<file path="src/fdccmd_pkg.sv">
// constants and types for the floppy command interpreter block
package fdccmd_pkg;

    // opcode low five bits
    localparam logic [4:0] FDCCMD_OPC_READ_ID   = 5'h0a;
    localparam logic [4:0] FDCCMD_OPC_VERIFY    = 5'h16;
    localparam logic [4:0] FDCCMD_OPC_WRITE     = 5'h05;
    localparam logic [4:0] FDCCMD_OPC_WRITE_DEL = 5'h09;

    // opcode and drive byte fields
    localparam int FDCCMD_OPC_MSB     = 4;
    localparam int FDCCMD_BIT_MULTI   = 7;
    localparam int FDCCMD_BIT_DENSITY = 6;
    localparam int FDCCMD_BIT_SKIP    = 5;
    localparam int FDCCMD_BIT_COUNT   = 7;
    localparam int FDCCMD_BIT_HEAD    = 2;
    localparam int FDCCMD_BIT_DRV_HI  = 1;
    localparam int FDCCMD_BIT_DRV_LO  = 0;

    // command byte positions
    localparam int FDCCMD_IDX_OPC  = 0;
    localparam int FDCCMD_IDX_DRV  = 1;
    localparam int FDCCMD_IDX_CYL  = 2;
    localparam int FDCCMD_IDX_HEAD = 3;
    localparam int FDCCMD_IDX_SEC  = 4;
    localparam int FDCCMD_IDX_SIZE = 5;
    localparam int FDCCMD_IDX_LAST = 6;
    localparam int FDCCMD_IDX_GAP  = 7;
    localparam int FDCCMD_IDX_DLEN = 8;
    localparam int FDCCMD_CMD_MAX  = 9;

    // byte counts
    localparam logic [3:0] FDCCMD_LEN_READ_ID = 4'h2;
    localparam logic [3:0] FDCCMD_LEN_XFER    = 4'h9;
    localparam logic [2:0] FDCCMD_RES_LEN     = 3'h7;
    localparam logic [2:0] FDCCMD_RES_LEN_INV = 3'h1;
    localparam int         FDCCMD_RES_MAX     = 7;

    // status for an unknown opcode
    localparam logic [7:0] FDCCMD_STAT_INVALID = 8'h80;

    typedef enum logic [1:0] {
        FDCCMD_OP_READ_ID   = 2'h0,
        FDCCMD_OP_VERIFY    = 2'h1,
        FDCCMD_OP_WRITE     = 2'h2,
        FDCCMD_OP_WRITE_DEL = 2'h3
    } fdccmd_op_t;

    typedef enum logic [2:0] {
        FDCCMD_ST_CMD  = 3'h1,
        FDCCMD_ST_EXEC = 3'h2,
        FDCCMD_ST_RES  = 3'h4
    } fdccmd_state_t;

endpackage : fdccmd_pkg

</file>
<file path="src/fdccmd_top.sv">
// command, execution and result phase sequencer for id, verify and write commands
`timescale 1ns/100ps
module fdccmd_top
    import fdccmd_pkg::*;
(
    // clock and reset
    input  wire logic       clock,
    input  wire logic       arst_n,
    // host command and result bytes
    input  wire logic       cmd_wr,
    input  wire logic [7:0] cmd_byte,
    output logic            cmd_ready,
    input  wire logic       res_rd,
    output logic [7:0]      res_byte,
    output logic            res_avail,
    // host write data
    input  wire logic       wdata_wr,
    input  wire logic [7:0] wdata_byte,
    output logic            wdata_req,
    // to the disk engine
    output logic            op_start,
    output logic [1:0]      op_kind,
    output logic            multi_track_flag,
    output logic            double_density_flag,
    output logic            skip_deleted_flag,
    output logic            enable_count_flag,
    output logic            head_select,
    output logic            drive_select_hi,
    output logic            drive_select_lo,
    output logic [7:0]      cyl_num,
    output logic [7:0]      head_num,
    output logic [7:0]      sector_num,
    output logic [7:0]      size_code,
    output logic [7:0]      last_sector_on_track,
    output logic [7:0]      gap_length,
    output logic [7:0]      data_length,
    output logic            skip_sector,
    output logic [7:0]      disk_byte,
    output logic            disk_byte_valid,
    // from the disk engine
    input  wire logic       id_found,
    input  wire logic       id_crc_ok,
    input  wire logic       id_deleted,
    input  wire logic [7:0] id_cyl,
    input  wire logic [7:0] id_head,
    input  wire logic [7:0] id_sector,
    input  wire logic [7:0] id_size,
    input  wire logic       disk_byte_req,
    input  wire logic       op_done,
    input  wire logic [7:0] result_status_a,
    input  wire logic [7:0] result_status_b,
    input  wire logic [7:0] result_status_c
);

    ////////////////////////////////////////////////////////////////////////////
    fdccmd_state_t state_q;
    fdccmd_op_t    op_q;
    logic [7:0]    cmd_q [FDCCMD_CMD_MAX];
    logic [7:0]    res_q [FDCCMD_RES_MAX];
    logic [3:0]    cnt_q;
    logic [2:0]    res_idx_q;
    logic [2:0]    res_len_q;
    logic          got_id_q;
    logic [7:0]    cur_c_q;
    logic [7:0]    cur_h_q;
    logic [7:0]    cur_r_q;
    logic [7:0]    cur_n_q;
    logic          cmd_ready_q;
    logic [7:0]    res_byte_q;
    logic          res_avail_q;
    logic          wdata_req_q;
    logic          op_start_q;
    logic          multi_q;
    logic          density_q;
    logic          skip_q;
    logic          count_q;
    logic          skip_sector_q;
    logic [7:0]    disk_byte_q;
    logic          disk_byte_valid_q;

    ////////////////////////////////////////////////////////////////////////////
    wire logic [4:0] opc_field   = cmd_byte[FDCCMD_OPC_MSB:0];
    wire logic       hit_read_id = (opc_field == FDCCMD_OPC_READ_ID);
    wire logic       hit_verify  = (opc_field == FDCCMD_OPC_VERIFY);
    wire logic       hit_write   = (opc_field == FDCCMD_OPC_WRITE);
    wire logic       hit_wdel    = (opc_field == FDCCMD_OPC_WRITE_DEL);
    wire logic       op_known    = hit_read_id | hit_verify | hit_write | hit_wdel;
    wire fdccmd_op_t op_dec      = hit_read_id ? FDCCMD_OP_READ_ID :
                                   hit_verify  ? FDCCMD_OP_VERIFY  :
                                   hit_write   ? FDCCMD_OP_WRITE   : FDCCMD_OP_WRITE_DEL;
    wire logic       in_cmd      = (state_q == FDCCMD_ST_CMD);
    wire logic       in_exec     = (state_q == FDCCMD_ST_EXEC);
    wire logic       in_res      = (state_q == FDCCMD_ST_RES);
    wire logic       first_byte  = (cnt_q == 4'h0);
    wire logic       is_read_id  = (op_q == FDCCMD_OP_READ_ID);
    wire logic       is_write    = (op_q == FDCCMD_OP_WRITE) | (op_q == FDCCMD_OP_WRITE_DEL);
    // nine bytes for verify and write, two for read id
    wire logic [3:0] need_len    = is_read_id ? FDCCMD_LEN_READ_ID : FDCCMD_LEN_XFER;
    wire logic [3:0] cnt_inc     = cnt_q + 4'h1;
    // bytes outside the command phase are dropped
    wire logic       take_byte   = cmd_wr & in_cmd;
    wire logic       last_byte   = take_byte & ~first_byte & (cnt_inc == need_len);
    wire logic       good_id     = in_exec & id_found & id_crc_ok;
    // only verify carries the skip bit
    wire logic       skip_hit    = good_id & skip_q & id_deleted;
    wire logic       res_next    = in_res & res_rd & res_avail_q;
    wire logic [2:0] res_inc     = res_idx_q + 3'h1;
    wire logic       res_last    = (res_inc == res_len_q);

    ////////////////////////////////////////////////////////////////////////////
    // phase sequencer
    always_ff @(posedge clock or negedge arst_n) begin
        if (!arst_n) begin
            state_q     <= FDCCMD_ST_CMD;
            op_q        <= FDCCMD_OP_READ_ID;
            cnt_q       <= 4'h0;
            cmd_ready_q <= 1'b1;
            op_start_q  <= 1'b0;
            multi_q     <= 1'b0;
            density_q   <= 1'b0;
            skip_q      <= 1'b0;
            count_q     <= 1'b0;
        end else begin
            op_start_q <= 1'b0;
            case (state_q)
                FDCCMD_ST_CMD: begin
                    if (take_byte && first_byte) begin
                        if (op_known) begin
                            op_q      <= op_dec;
                            cnt_q     <= cnt_inc;
                            multi_q   <= cmd_byte[FDCCMD_BIT_MULTI] & ~hit_read_id;
                            density_q <= cmd_byte[FDCCMD_BIT_DENSITY];
                            skip_q    <= cmd_byte[FDCCMD_BIT_SKIP] & hit_verify;
                        end else begin
                            state_q     <= FDCCMD_ST_RES;
                            cmd_ready_q <= 1'b0;
                        end
                    end else if (take_byte) begin
                        cnt_q <= cnt_inc;
                        if (cnt_q == 4'(FDCCMD_IDX_DRV)) begin
                            count_q <= cmd_byte[FDCCMD_BIT_COUNT] & (op_q == FDCCMD_OP_VERIFY);
                        end
                        if (last_byte) begin
                            state_q     <= FDCCMD_ST_EXEC;
                            cmd_ready_q <= 1'b0;
                            op_start_q  <= 1'b1;
                        end
                    end
                end
                FDCCMD_ST_EXEC: begin
                    if (op_done) begin
                        state_q <= FDCCMD_ST_RES;
                    end
                end
                FDCCMD_ST_RES: begin
                    if (res_next && res_last) begin
                        state_q     <= FDCCMD_ST_CMD;
                        cnt_q       <= 4'h0;
                        cmd_ready_q <= 1'b1;
                    end
                end
                default: begin
                    state_q     <= FDCCMD_ST_CMD;
                    cnt_q       <= 4'h0;
                    cmd_ready_q <= 1'b1;
                end
            endcase
        end
    end

    // byte two keeps head and drive select bits
    always_ff @(posedge clock or negedge arst_n) begin
        if (!arst_n) begin
            for (int i = 0; i < FDCCMD_CMD_MAX; i++) begin
                cmd_q[i] <= 8'h00;
            end
        end else if (take_byte && (op_known || !first_byte)) begin
            cmd_q[cnt_q] <= cmd_byte;
        end
    end

    ////////////////////////////////////////////////////////////////////////////
    // id tracking during execution
    always_ff @(posedge clock or negedge arst_n) begin
        if (!arst_n) begin
            got_id_q      <= 1'b0;
            cur_c_q       <= 8'h00;
            cur_h_q       <= 8'h00;
            cur_r_q       <= 8'h00;
            cur_n_q       <= 8'h00;
            skip_sector_q <= 1'b0;
        end else begin
            skip_sector_q <= 1'b0;
            if (last_byte) begin
                got_id_q <= 1'b0;
                // read id has no start id; zeros until a good field
                cur_c_q  <= is_read_id ? 8'h00 : cmd_q[FDCCMD_IDX_CYL];
                cur_h_q  <= is_read_id ? 8'h00 : cmd_q[FDCCMD_IDX_HEAD];
                cur_r_q  <= is_read_id ? 8'h00 : cmd_q[FDCCMD_IDX_SEC];
                cur_n_q  <= is_read_id ? 8'h00 : cmd_q[FDCCMD_IDX_SIZE];
            end else if (skip_hit) begin
                // tell the engine to pass this sector
                skip_sector_q <= 1'b1;
            end else if (good_id && !(is_read_id && got_id_q)) begin
                // read id keeps first good id, others latest
                got_id_q <= 1'b1;
                cur_c_q  <= id_cyl;
                cur_h_q  <= id_head;
                cur_r_q  <= id_sector;
                cur_n_q  <= id_size;
            end
        end
    end

    ////////////////////////////////////////////////////////////////////////////
    // result bytes
    always_ff @(posedge clock or negedge arst_n) begin
        if (!arst_n) begin
            for (int i = 0; i < FDCCMD_RES_MAX; i++) begin
                res_q[i] <= 8'h00;
            end
            res_idx_q   <= 3'h0;
            res_len_q   <= FDCCMD_RES_LEN;
            res_byte_q  <= 8'h00;
            res_avail_q <= 1'b0;
        end else if (take_byte && first_byte && !op_known) begin
            res_q[0]    <= FDCCMD_STAT_INVALID;
            res_idx_q   <= 3'h0;
            res_len_q   <= FDCCMD_RES_LEN_INV;
            res_byte_q  <= FDCCMD_STAT_INVALID;
            res_avail_q <= 1'b1;
        end else if (in_exec && op_done) begin
            // status a, b, c then cylinder, head, sector, size
            res_q[0]    <= result_status_a;
            res_q[1]    <= result_status_b;
            res_q[2]    <= result_status_c;
            res_q[3]    <= cur_c_q;
            res_q[4]    <= cur_h_q;
            res_q[5]    <= cur_r_q;
            res_q[6]    <= cur_n_q;
            res_idx_q   <= 3'h0;
            res_len_q   <= FDCCMD_RES_LEN;
            res_byte_q  <= result_status_a;
            res_avail_q <= 1'b1;
        end else if (res_next) begin
            res_idx_q   <= res_inc;
            res_byte_q  <= res_last ? 8'h00 : res_q[res_inc];
            res_avail_q <= ~res_last;
        end
    end

    ////////////////////////////////////////////////////////////////////////////
    // write data path; a new request in the taking cycle stays pending
    always_ff @(posedge clock or negedge arst_n) begin
        if (!arst_n) begin
            wdata_req_q       <= 1'b0;
            disk_byte_q       <= 8'h00;
            disk_byte_valid_q <= 1'b0;
        end else begin
            disk_byte_valid_q <= 1'b0;
            // host bytes pass on, even alongside op_done
            if (wdata_wr && wdata_req_q) begin
                disk_byte_q       <= wdata_byte;
                disk_byte_valid_q <= 1'b1;
            end
            if (!in_exec || op_done) begin
                wdata_req_q <= 1'b0;
            end else if (is_write) begin
                // verify and read id never raise a request
                wdata_req_q <= disk_byte_req | (wdata_req_q & ~wdata_wr);
            end
        end
    end

    ////////////////////////////////////////////////////////////////////////////
    assign cmd_ready            = cmd_ready_q;
    assign res_byte             = res_byte_q;
    assign res_avail            = res_avail_q;
    assign wdata_req            = wdata_req_q;
    assign op_start             = op_start_q;
    assign op_kind              = op_q;
    assign multi_track_flag     = multi_q;
    assign double_density_flag  = density_q;
    assign skip_deleted_flag    = skip_q;
    assign enable_count_flag    = count_q;
    assign head_select          = cmd_q[FDCCMD_IDX_DRV][FDCCMD_BIT_HEAD];
    assign drive_select_hi      = cmd_q[FDCCMD_IDX_DRV][FDCCMD_BIT_DRV_HI];
    assign drive_select_lo      = cmd_q[FDCCMD_IDX_DRV][FDCCMD_BIT_DRV_LO];
    assign cyl_num              = cmd_q[FDCCMD_IDX_CYL];
    assign head_num             = cmd_q[FDCCMD_IDX_HEAD];
    assign sector_num           = cmd_q[FDCCMD_IDX_SEC];
    assign size_code            = cmd_q[FDCCMD_IDX_SIZE];
    assign last_sector_on_track = cmd_q[FDCCMD_IDX_LAST];
    assign gap_length           = cmd_q[FDCCMD_IDX_GAP];
    assign data_length          = cmd_q[FDCCMD_IDX_DLEN];
    assign skip_sector          = skip_sector_q;
    assign disk_byte            = disk_byte_q;
    assign disk_byte_valid      = disk_byte_valid_q;
endmodule : fdccmd_top

</file>
<file path="config.mk">
export PLATFORM = sky130hd
export DESIGN_NAME = fdccmd_top
export DESIGN_NICKNAME = d
export VERILOG_FILES = /design/src/fdccmd_pkg.sv /design/src/fdccmd_top.sv
export SDC_FILE = /design/constraint.sdc
export NUM_CORES = 1
export LEC_CHECK = 0
export ABC_AREA = 1
export BUFFER_PORTS_ARGS = -buffer_cell sky130_fd_sc_hd__buf_2
export CAP_MARGIN = 20
export CORE_MARGIN = 5
export CORE_UTILIZATION = 55
export CTS_CLUSTER_SIZE = 12
export DETAILED_ROUTE_END_ITERATION = 10
export GPL_ROUTABILITY_DRIVEN = 0
export PLACE_DENSITY = 0.8
export SETUP_SLACK_MARGIN = 0.2
export SLEW_MARGIN = 30
export SYNTH_ARGS = -nofsm -noshare
export SYNTH_HDL_FRONTEND = slang
export SYNTH_SLANG_ARGS = --single-unit
export TNS_END_PERCENT = 10
</file>
<file path="constraint.sdc">
create_clock -name clock -period 4.67 [get_ports clock]
set_input_delay 0.467 -clock clock [delete_from_list [all_inputs] [get_ports clock]]
set_output_delay 0.467 -clock clock [all_outputs]
set_load 0.01 [all_outputs]
</file>
Word-level counts from Yosys, hierarchy flattened. Cells that the tools add are included.

Word-level logic and storage cells: 188. Output and inout port bits: 87. Input bits: 82. Flip-flop bits (word level): 202.

Bitwise gates (word level): 27. Equal/unequal tests: 20. Add/subtract/negate cells: 2. Reduce and logical (&&, ||, !) cells: 28. Magnitude comparators: 3. Multiplexer cells: 70.

Operator list (count): $mux W8 (24); $bwmux W72 (1); $mux W56 (1); $mux W3 (11); $demux W8 S4 (1); $bmux W8 S3 (1); $mux W1 (21); $mux W4 (5); $and A1 B1 Y1 (13); $pmux W4 S3 (1); $eq A5 B4 Y1 const B (2); $reduce_and A5 Y1 (2); $logic_and A1 B1 Y1 (9); $pmux W3 S3 (1); $reduce_and A4 Y1 (2); $not A1 Y1 (7); $ne A3 B1 Y1 const B (2); $ne A3 B3 Y1 const B (2); $reduce_bool A2 Y1 (3); $eq A5 B3 Y1 const B (1); $eq A5 B5 Y1 const B (1); $ge A5 B5 Y1 const B (1); $lt A5 B1 Y1 const B (1); $not A4 Y5 (1); 24 further kinds (36).

Logic depth before layout (Yosys ltp). Gate-level depths: netlist (run 1).

Depth in word-level cells: 9. Mapped depth: 14. Mapped depth without buffers: 12.

Worst setup path before layout (run 1). No wires, ideal clock.

Path kind: register to register. From: register cnt_q[0]. To: register cur_c_q[0]. Library setup time: 0.065 ns. Data arrival time: 1.808 ns. Path buffers: 2. Cell stages (with the launch flop): 14. Clock period less this slack: 1.873 ns. Data required time: 4.605 ns. Path slack: 2.797 ns. Cells stage by stage: dfrtp_1 -> buf_2 -> inv_1 -> ha_1 -> nor2_1 -> nand2_1 -> nand3_1 -> nand2_2 -> nor2_4 -> buf_6 -> nor2_1 -> nor2_1 -> nand3_1 -> nand2_1.

Word-level cells in the longest chain between the ends: 6. Elaborated cells on any way between the ends: 10. Classes of those cells: add/sub (1); eq/ne (2); mux (1); bitwise (3); reduce/logical (3).

RTL lines: from (decl) (line fdccmd_top.sv:60) `logic [3:0] cnt_q;`; from (signal assigned) (line fdccmd_top.sv:130) `cnt_q <= cnt_inc;`; from (signal assigned) (line fdccmd_top.sv:139) `cnt_q <= cnt_inc;`; parallel branches: the longest is 3 deep, another holds $add A4 B1 Y4; $and A1 B1 Y1 * (line fdccmd_top.sv:102) `wire logic last_byte = take_byte & ~first_byte & (cnt_inc == need_len);`; $ne A2 B2 Y1 (no source line) / $reduce_bool A2 Y1 (equally long branches); $reduce_and A2 Y1 (no source line); to (signal assigned) (line fdccmd_top.sv:197) `cur_c_q <= is_read_id ? 8'h00 : cmd_q[FDCCMD_IDX_CYL];`; to (signal assigned) (line fdccmd_top.sv:207) `cur_c_q <= id_cyl;`; to (decl) (line fdccmd_top.sv:64) `logic [7:0] cur_c_q;`.

Every way passes the cells marked *. A chain may end at the register's enable or synchronous reset.

Worst setup path in the final report (run 1).
From: register cnt_q[0]. To: register cur_n_q[7].

Word-level cells in the longest chain between the ends: 6. Elaborated cells on any way between the ends: 10. Classes of those cells: add/sub (1); eq/ne (2); mux (1); bitwise (3); reduce/logical (3).

RTL lines: parallel branches: the longest is 3 deep, another holds $add A4 B1 Y4; $and A1 B1 Y1 * (line fdccmd_top.sv:102); $ne A2 B2 Y1 (no source line) / $reduce_bool A2 Y1 (equally long branches); $reduce_and A2 Y1 (no source line); to (signal assigned) (line fdccmd_top.sv:200) `cur_n_q <= is_read_id ? 8'h00 : cmd_q[FDCCMD_IDX_SIZE];`; to (signal assigned) (line fdccmd_top.sv:210) `cur_n_q <= id_size;`; to (decl) (line fdccmd_top.sv:67) `logic [7:0] cur_n_q;`.

Marks and branches as above.

==> summary.txt, run 1 <==
Critical path
  • Crit path DAT: 3320 ps
  • Required @ worst endpoint: approximately 5000 ps
  • Kind of critical path: reg2reg
  • Crit path launch type: flip-flop
  • Setup crit end kind: flip-flop
  • Worst Path Max Fanout: 34

Timing
  • Setup TNS: 0 ps
  • Max_slew headroom: 0.465
  • RSZ-0062 raised after global routing: false
  • Period Utilization, post-route: 0.632
  • Final hold slack: 77.8 ps
  • Fin crit period: roughly 3000 ps
  • Final Max Tran Viols: 0
  • Clock skew: 9.65 ps
  • Final hold violation count: 0
  • PnR worst setup slack: around 1700 ps
  • F_max: roughly 340 MHz
  • Final setup vio count: 0
  • Least-Margin Pin Slew: about 800 ps

Drt
  • Post-route antenna net violation count: 0
  • DR vias: 7,883
  • Initial detailed-routing violation count: a little under 800
  • Final wirelength: 23,100 um
  • DR pass1 iterations: 8
  • DRC errors left: 0
  • Detailed-route vias per instance: roughly 5.2
  • Drt wl/cell: between 15 and 20 um

Clocking
  • Clock Tree Root: clkbuf_16
  • Post CTS Setup Buffer Count: 0
  • Worst-Skew Late Latency: 430 ps
  • Clk buf depth: 2
  • Post-CTS Resized: 0
  • CTS buffer count: 17
  • CTS Hold Bufs: 0
  • Clk slew on worst S/H paths: 60 ps
  • TritonCTS clock tree: done
  • Clock sink count: around 190
  • H-tree Lvls: 4

Pwr
  • PnR Total Power: approximately 4.4 mW
  • Leak: around 5.7 nW
  • Peak VDD IR: 0.302 mV
  • PD cells: about 420 mW/mm2

Place
  • Post-Place Cells: 1,478
  • PortBufs: roughly 170
  • Post-DP HPWL: approximately 17,000 um
  • Dpl ws: around 1800 ps

Synthesis
  • Mapped Area: approximately 0.0090 mm2
  • Total number of yosys warnings: 0
  • Syn nets: between 1,000 and 1,500
  • Top_reg_cell synth: dfrtp_1
  • Mean Syn Cell Area: approximately 8 um2
  • Post-Synthesis Cells: around 1,100
  • Yosys reg bits: roughly 190
  • Post-synth EDFFs: 0
  • Sequential-to-total area share from yosys stat: 0.519
  • Synth async-reset ratio: 1.00
  • Distinct cells, synth: 39

Floorplan
  • Die Y: 138 um
  • Ports: 169
  • Horiz. Die Dim: between 100 and 150 um
  • Die area: between 0.015 and 0.02 mm2
  • # rows: 46
  • Core area: about 0.016 mm2
  • Starting Density: 0.564

Layout
  • Non-Filler Instances: 1,508
  • NumNets Final: roughly 1,400
  • Syn-to-layout area delta: 16.2%
  • Antenna cell count: 0
  • Layout fillers: 1,389
  • Layout cell share with drive strength beyond 1: 0.194

Outcome
  • Status: completed

GRT
  • Grt total ovfl: 0
  • Pin count of the biggest net entering global routing: 91
  • First-pass GRT wire length: slightly below 40,000 um
  • Initial antenna violation count: 0
  • All-Layer GR Usage: 0.243
  • Vias in the first global route: around 7,700

Flow run
  • Maxcap violations: 0

Worst hold path
  • Hold Path Class: in2async
cell type report:
| cell class | instances | area (um2) | share of cell area |
|---|---|---|---|
| inverters | 106 | 408 | 0.0389 |
| clock inverters | 7 | 92.6 | 0.00883 |
| repair buffers | 173 | 885 | 0.0844 |
| well taps | 216 | 270 | 0.0258 |
| flip-flops and latches | 187 | 4680 | 0.447 |
| multi-input cells | 796 | 3680 | 0.351 |
| clock buffers | 23 | 468 | 0.0446 |
synthesized netlist by cell type, types with 5 or more instances:
cell type  count  area share
a21oi_1        5      0.0028
buf_2         22       0.012
buf_6          5      0.0062
clkbuf_1      20      0.0083
dfrtp_1      184        0.51
ha_1           5      0.0069
inv_1         94       0.039
inv_2          9      0.0037
nand2_1      414        0.17
nand2_2        5      0.0035
nand3_1       66       0.037
nand3_2        8      0.0089
nand4_1       14      0.0097
nor2_1       116       0.048
nor2_4         5      0.0062
nor3_1        34       0.019
o211ai_1      22       0.018
o21ai_0       64       0.035
o21ai_1       12      0.0067
worst paths after layout:
check                      depth (start not counted)           end               start  slack [ps]
setup / recovery                                   8    cur_n_q[7]            cnt_q[0]        1720
hold / removal                                     1  disk_byte[4]              arst_n          80
setup reg to reg                                   8    cur_n_q[7]            cnt_q[0]        1720
hold reg to reg                                    2     res_q[30]          cur_c_q[6]         460
max in group asynchronous                          2    cur_h_q[0]              arst_n        3450
min in group clock                                 3     res_q[33]  result_status_c[1]         220
cells by family after synthesis:
logic type / synth area share
adders and majority gates: 0.00693
DFF: 0.519
buffers and inverters: 0.0733
muxes: 0.00111
and+or+nand+nor: 0.326
AOI/OAI and AO/OA: 0.0713
xor gates and xnor gates: 0.00277
cells in the final DEF, fill, tap and decap left out, types with 2 or more instances in the layout:
master and count:
nand2_2 5, nand2_4 3, dfrtp_1 184, o21ai_2 4, dfstp_2 3, nand2_1 414
o211ai_1 22, ha_1 5, o21ai_1 12, clkinv_4 2, buf_4 5, nand4_1 14
nor2_2 2, buf_2 167, nand2_8 3, inv_2 9, clkbuf_16 17, nand3_1 66
clkinv_1 2, nor2_1 116, nand3_2 8, bufinv_16 2, nor3_4 3, nor3_1 34
clkinv_2 3, o21ai_0 64, a21oi_1 5, clkbuf_1 4, nor2_4 5, inv_1 93
clkbuf_8 2
worst max-delay path: stages (launching register included):
cell and delay (ps):
dfrtp_1 500, ha_1 330, xnor2_2 240, nand3_2 560
nor2_4 790, nor2_1 100, nor2_1 170, nand3_1 90
nand2_1 90
power breakdown:
part	total [mW]	switching, mW	internal [mW]
Combinational	1.07	0.721	0.348
Sequential	1.94	0.128	1.81
Clock	1.40	0.589	0.810
Total	4.41	1.44	2.97
metrics by stage:
step / utilization / area [um2]
finish: 0.655 / 10500
global route: 0.655 / 10500
CTS: 0.655 / 10500
detailed placement: 0.620 / 9930
global placement: 0.620 / 9920
floorplan: - / 9020
per-layer routing:
| layer | up-vias | share of wire | global-route usage |
|---|---|---|---|
| met5 | - | 0 | 0 |
| met4 | 0 | 0.028 | 0.0900 |
| met3 | 44 | 0.068 | 0.0607 |
| met2 | 300 | 0.47 | 0.376 |
| met1 | 3661 | 0.44 | 0.335 |
| li1 | 3878 | - | - |
registers in the layout, indices dropped and copies added (netlist names), 3 cells and up:
signal / flops
res_q: 56
cur_c_q: 8
cur_h_q: 8
cur_n_q: 8
cur_r_q: 8
cyl_num: 8
data_length: 8
disk_byte: 8
gap_length: 8
head_num: 8
last_sector_on_track: 8
res_byte: 8
sector_num: 8
size_code: 8
cnt_q: 4
res_idx_q: 3
state_q: 3
Power figures use the tool's default switching activity.
==> run 2: changes to the inputs <==
Clock period 4.67 ns to 3 ns, I/O delays scaled along.
==> summary.txt, run 2 (same netlist as run 1, synthesis figures left out) <==
Pwr
  • Leak: approximately 5.7 nW
  • PD cells: ~650 mW/mm2
  • Peak VDD IR: approximately 0.48 mV

Critical path
  • Reg2reg setup slack: between 400 and 500 ps
  • Setup crit end kind: flip-flop
  • Kind of critical path: reg2reg
  • Critical Path Max Stage Delay: 580 ps
  • Crit path launch type: flip-flop
  • Worst Path Max Fanout: 32
  • Crit path DAT: 2890 ps
  • Critical path, cell by cell: inv_1 > ha_1 > nand2_1 > inv_1 > nand2_1 > nand3_1 > nand2_2 > nor2_4 > nor2_1 > nor2_1 > nand3_1 > nand2_1
  • RR Startpoint: cnt_q[0]
  • Critical path's most frequent cell: nand2_1
  • Required @ worst endpoint: 3360 ps
  • Reg2reg path depth: 12
  • Capture point of the worst reg-to-reg path: cur_h_q[3]
  • Crit-path slowest cell: nor2_4

Layout
  • Antenna cell count: 0
  • NumNets Final: 1,379
  • Layout fillers: around 1,400
  • Max reg flops: 56
  • Area of the multi-input gates: about 0.0037 mm2
  • Non-Filler Instances: between 1,500 and 2,000
  • Most frequent cells in the layout: 414 x nand2_1, 184 x dfrtp_1, 167 x buf_2, 116 x nor2_1, 93 x inv_1
  • Biggest register: res_q
  • Commonest non-fill, non-tap cell in the layout: nand2_1
  • Layout cell share with drive strength beyond 1: 0.201
  • Design area: about 0.011 mm2
  • Register area: ~0.0047 mm2
  • Syn-to-layout area delta: 16.9%

Floorplan
  • # rows: 46
  • Die Y: between 100 and 150 um
  • Ports: around 170
  • Die area: 0.0191 mm2
  • Starting Density: 0.564
  • Horiz. Die Dim: approximately 140 um
  • Core area: roughly 0.016 mm2

Clocking
  • Worst-Skew Late Latency: approximately 430 ps
  • TritonCTS clock tree: done
  • Clk buf depth: 2
  • Clock sink count: between 150 and 200
  • CTS Hold Bufs: 1
  • Clk slew on worst S/H paths: ~60 ps
  • Post-CTS Resized: 0
  • CTS buffer count: 17
  • Post CTS Setup Buffer Count: 0
  • H-tree Lvls: 4
  • Clock Tree Root: clkbuf_16

Timing
  • RSZ-0062 raised after global routing: false
  • Final hold violation count: 0
  • Max_slew headroom: 0.460
  • Least-Margin Pin Slew: just over 800 ps
  • Fin crit period: 2530 ps
  • Final setup vio count: 0
  • Final Max Tran Viols: 0
  • Period Utilization, post-route: 0.843
  • Setup TNS: 0 ps
  • Clock skew: around 8 ps
  • F_max: 395 MHz

GRT
  • Met1 Use GR: 0.337
  • Global route hottest layer: met2
  • All-Layer GR Usage: 0.251
  • Grt total ovfl: 0
  • Initial antenna violation count: 0
  • Met2 usage in global routing: 0.393
  • First-pass GRT wire length: around 39,000 um
  • Vias in the first global route: about 7,800
  • M3 GR Usage: 0.0603
  • Pin count of the biggest net entering global routing: 84

Worst hold path
  • Hold Path Class: in2reg
  • Hold depth: 3
  • Min-delay src: result_status_c[4]
  • Hold Path End: res_q[36]

Flow run
  • Maxcap violations: 0

Place
  • PortBufs: roughly 170
  • Post-DP HPWL: between 15,000 and 20,000 um
  • Post-Place Cells: about 1,500
  • Post-placement cell area: roughly 0.010 mm2

Drt
  • Final wirelength: ~24,000 um
  • DR vias: approximately 8,000
  • Initial detailed-routing violation count: just over 600
  • Drt wl/cell: ~16 um
  • Detailed-route vias per instance: roughly 5.3
  • Post-route antenna net violation count: 0
  • DR pass1 iterations: 8
  • DRC errors left: 0

Outcome
  • Status: completed
run 2: metal layers:
layer	part of all wire	wire length, um
met4	0.031	727
met1	0.42	9950
met5	0	0
met3	0.075	1790
met2	0.48	11300
run 2: area by class of cell:
class / count / share of cell area
tap: 216 / 0.0256
inverter: 106 / 0.0384
clock inverter: 8 / 0.00676
clock buffer: 21 / 0.0436
multi-input combinational: 796 / 0.349
sequential: 187 / 0.444
timing repair buffer: 184 / 0.0931
run 2: how the worst max path moves through the flow:
| stage | from | to | depth (start not counted) |
|---|---|---|---|
| 2_1_floorplan | cnt_q[0] | cur_c_q[0] | 13 |
| 3_3_place_gp | cnt_q[0] | cur_n_q[1] | 12 |
| 3_5_place_dp | cnt_q[0] | cur_h_q[3] | 12 |
| 4_1_cts | cnt_q[0] | cur_h_q[3] | 12 |
| 5_1_grt | cnt_q[0] | cur_h_q[1] | 12 |
| 6_report | cnt_q[0] | cur_h_q[3] | 12 |
run 2: report_power, final:
part           total [mW]  switching [mW]  leakage (nW)  internal, mW
Combinational        1.72            1.14          3.00         0.580
Sequential           3.03           0.202          2.47          2.82
Clock                2.09           0.918         0.265          1.17
Total                6.83            2.26          5.74          4.57
run 2: critical path, delay by kind of cell (launching register included):
family / cells / cell delay [ps]
adders and majority gates: 1 / 390
and+or+nand+nor: 9 / 1300
DFF: 1 / 540
buffers and inverters: 2 / 200
run 2: metrics by stage:
step,worst slack [ps],power (mW),utilization,hold slack (ps)
6_report,470,6.83,0.660,67.6
2_1_floorplan,1130,4.17,-,4.41
3_5_place_dp,583,4.76,0.626,399
5_1_grt,223,7.21,0.660,55.1
3_3_place_gp,713,4.71,0.626,396
4_1_cts,502,6.85,0.660,55.2
==> run 3: changes to the inputs <==
Settings changed: ABC_AREA 1 to 0, PLACE_DENSITY 0.8 to 0.81.
Clock period 3 ns to 2.5 ns, I/O delays scaled along.
==> summary.txt, run 3 <==
Layout
  • NumNets Final: 1,039
  • Commonest non-fill, non-tap cell in the layout: nand2_1
  • Layout cell share with drive strength beyond 1: 0.346
  • Max reg flops: 56
  • Biggest register: res_q
  • Syn-to-layout area delta: 22.1%
  • Layout Utilization: 0.679
  • Antenna cell count: 0
  • Design area: 0.0102 mm2
  • Most frequent cells in the layout: 191 x nand2_1, 182 x dfrtp_1, 167 x buf_2, 61 x mux2_2, 58 x nor2_1

Clocking
  • CTS buffer count: 17
  • H-tree Lvls: 4
  • Clk slew on worst S/H paths: 70 ps
  • Clock Tree Root: clkbuf_16
  • Clock sink count: between 150 and 200
  • Worst-Skew Late Latency: around 440 ps
  • TritonCTS clock tree: done
  • Clk buf depth: 2

Synthesis
  • Distinct cells, synth: 64
  • Post-synth top cells: 192 x nand2_1, 184 x dfrtp_1, 61 x mux2_2, 58 x nor2_1, 47 x a21oi_1
  • Mapped Area: ~0.0084 mm2
  • Total number of yosys warnings: 0
  • Area leader, netlist: dfrtp_1
  • Sequential-to-total area share from yosys stat: 0.560
  • Area fraction of the dominant cell type after synthesis: 0.551
  • Post-Synthesis Cells: about 780
  • Post-synth EDFFs: 0
  • Cell with the most instances after synthesis: nand2_1
  • Top_reg_cell synth: dfrtp_1
  • Synth async-reset ratio: 1.00
  • Yosys reg bits: ~190
  • Main area contributors after synthesis: dfrtp_1 55%, nand2_1 8.6%, mux2_2 8.2%
  • Syn nets: roughly 860
  • Mean Syn Cell Area: 10.8 um2

GRT
  • Vias in the first global route: about 6,600
  • M3 GR Usage: 0.0472
  • Grt total ovfl: 0
  • All-Layer GR Usage: 0.253
  • Global route hottest layer: met2
  • Initial antenna violation count: 0
  • Met2 usage in global routing: 0.411
  • Met1 Use GR: 0.328
  • First-pass GRT wire length: ~35,000 um
  • Pin count of the biggest net entering global routing: 65

Critical path
  • Crit path launch type: flip-flop
  • Kind of critical path: reg2reg
  • Critical path startpoint: state_q[0]
  • Crit path DAT: 2560 ps
  • Worst Path Max Fanout: 11
  • Required @ worst endpoint: approximately 2800 ps
  • Setup crit end kind: flip-flop
  • RR Startpoint: state_q[0]

Drt
  • DR vias: around 6,600
  • Final wirelength: roughly 22,000 um
  • DRC errors left: 0
  • Drt wl/cell: 19.2 um
  • Post-route antenna net violation count: 0
  • Detailed-route vias per instance: 5.76
  • DR pass1 iterations: 5
  • Initial detailed-routing violation count: approximately 520

Pwr
  • Peak VDD IR: roughly 0.77 mV
  • Internal: ~7.0 mW
  • Leak: 5.18 nW
  • Clk pwr share: 0.250
  • Comb pwr share: 0.310
  • Net Switching: around 3.8 mW
  • PD cells: between 1000 and 1500 mW/mm2
  • Switch share: 0.350
  • Sequential Power Share: 0.439

Floorplan
  • # rows: 45
  • Starting Density: 0.556
  • Core area: roughly 0.015 mm2
  • Die area: between 0.015 and 0.02 mm2
  • Ports: between 150 and 200
  • Horiz. Die Dim: around 130 um
  • Die Y: around 130 um

Timing
  • Final setup vio count: 0
  • Setup TNS: 0 ps
  • Final hold slack: 9.25 ps
  • RSZ-0062 raised after global routing: false
  • Max_slew headroom: 0.601
  • Final Max Tran Viols: 0
  • Least-Margin Pin Slew: 594 ps
  • Period Utilization, post-route: 0.894
  • Final hold violation count: 0
  • Clock skew: just under 8 ps
  • F_max: about 450 MHz
  • Fin crit period: 2230 ps

Outcome
  • Status: completed

Place
  • PortBufs: 168
  • Post-placement cell area: roughly 0.0095 mm2
  • Post-DP HPWL: about 16,000 um

Worst hold path
  • Hold Path Class: in2reg
  • Min-delay src: result_status_b[0]

Flow run
  • Maxcap violations: 0
-- run 3: changes by cell type after synthesis, moves of 21 or more --
cell,delta
nor3_1,-22
o211ai_1,-21
o21ai_0,-56
a21oi_1,+42
nand2_1,-222
nand3_1,-49
nor2_1,-58
inv_1,-88
a22oi_1,+33
mux2_2,+61
-- run 3: cell families after synthesis --
family,synth area share
adder cells (fa/ha/maj),0.00749
AND/OR/NAND/NOR,0.166
buffers and inverters,0.0290
flip-flops,0.560
multiplexers,0.131
XOR/XNOR,0.00779
AO/OA/AOI/OAI,0.0975
-- run 3: final timing paths --
path                               end  slack (ps)  depth (start not counted)
min in group asynchronous    res_q[22]         320                          2
max in group asynchronous  res_byte[3]        1450                          3
max reg2reg                head_num[0]         270                          4
min reg2reg                  res_q[14]         470                          2
min                          res_q[40]           9                          3
max                        head_num[0]         270                          4
-- run 3: layer usage --
metal | part of all wire | wire length (um) | vias up
li1 | - | - | 3038
met1 | 0.39 | 8680 | 3257
met2 | 0.50 | 11100 | 273
met3 | 0.062 | 1370 | 68
met4 | 0.044 | 968 | 0
met5 | 0 | 0 | -
-- run 3: cell type report --
cell class	instances	area (um2)
timing repair buffer	203	1210
sequential	187	4690
fill	1113	4830
inverter	6	22.5
tap	188	235
clock buffer	17	425
clock inverter	15	175
multi-input combinational	537	3450
-- run 3: metrics by stage --
stage	setup WS [ps]	total power [mW]	instances
6_report	266	10.8	1153
3_5_place_dp	106	8.06	1114
3_3_place_gp	158	7.91	1114
4_1_cts	227	10.8	1153
5_1_grt	205	11.4	1153
2_1_floorplan	359	6.56	777
-- run 3: what timing repair did --
action	in CTS	in global routing
hold endpoints to repair	50	0
hold buffers	7	0
resized for setup	0	9
buffers inserted	0	0
setup endpoints to repair	0	47
-- run 3: power by group through the flow --
stage / clock (mW) / sequential [mW] / combinational [mW]
floorplan: 0 / 4.79 / 1.77
global route: 2.86 / 4.84 / 3.65
detailed placement: 0 / 4.76 / 3.30
finish: 2.70 / 4.74 / 3.35
CTS: 2.74 / 4.72 / 3.34
global placement: 0 / 4.72 / 3.19
-- run 3: worst max-delay path: stages (launching register included) --
cell and delay, ps:
dfstp_2 600, and4bb_2 400, nand2_1 70, or4_1 670, mux2_4 390
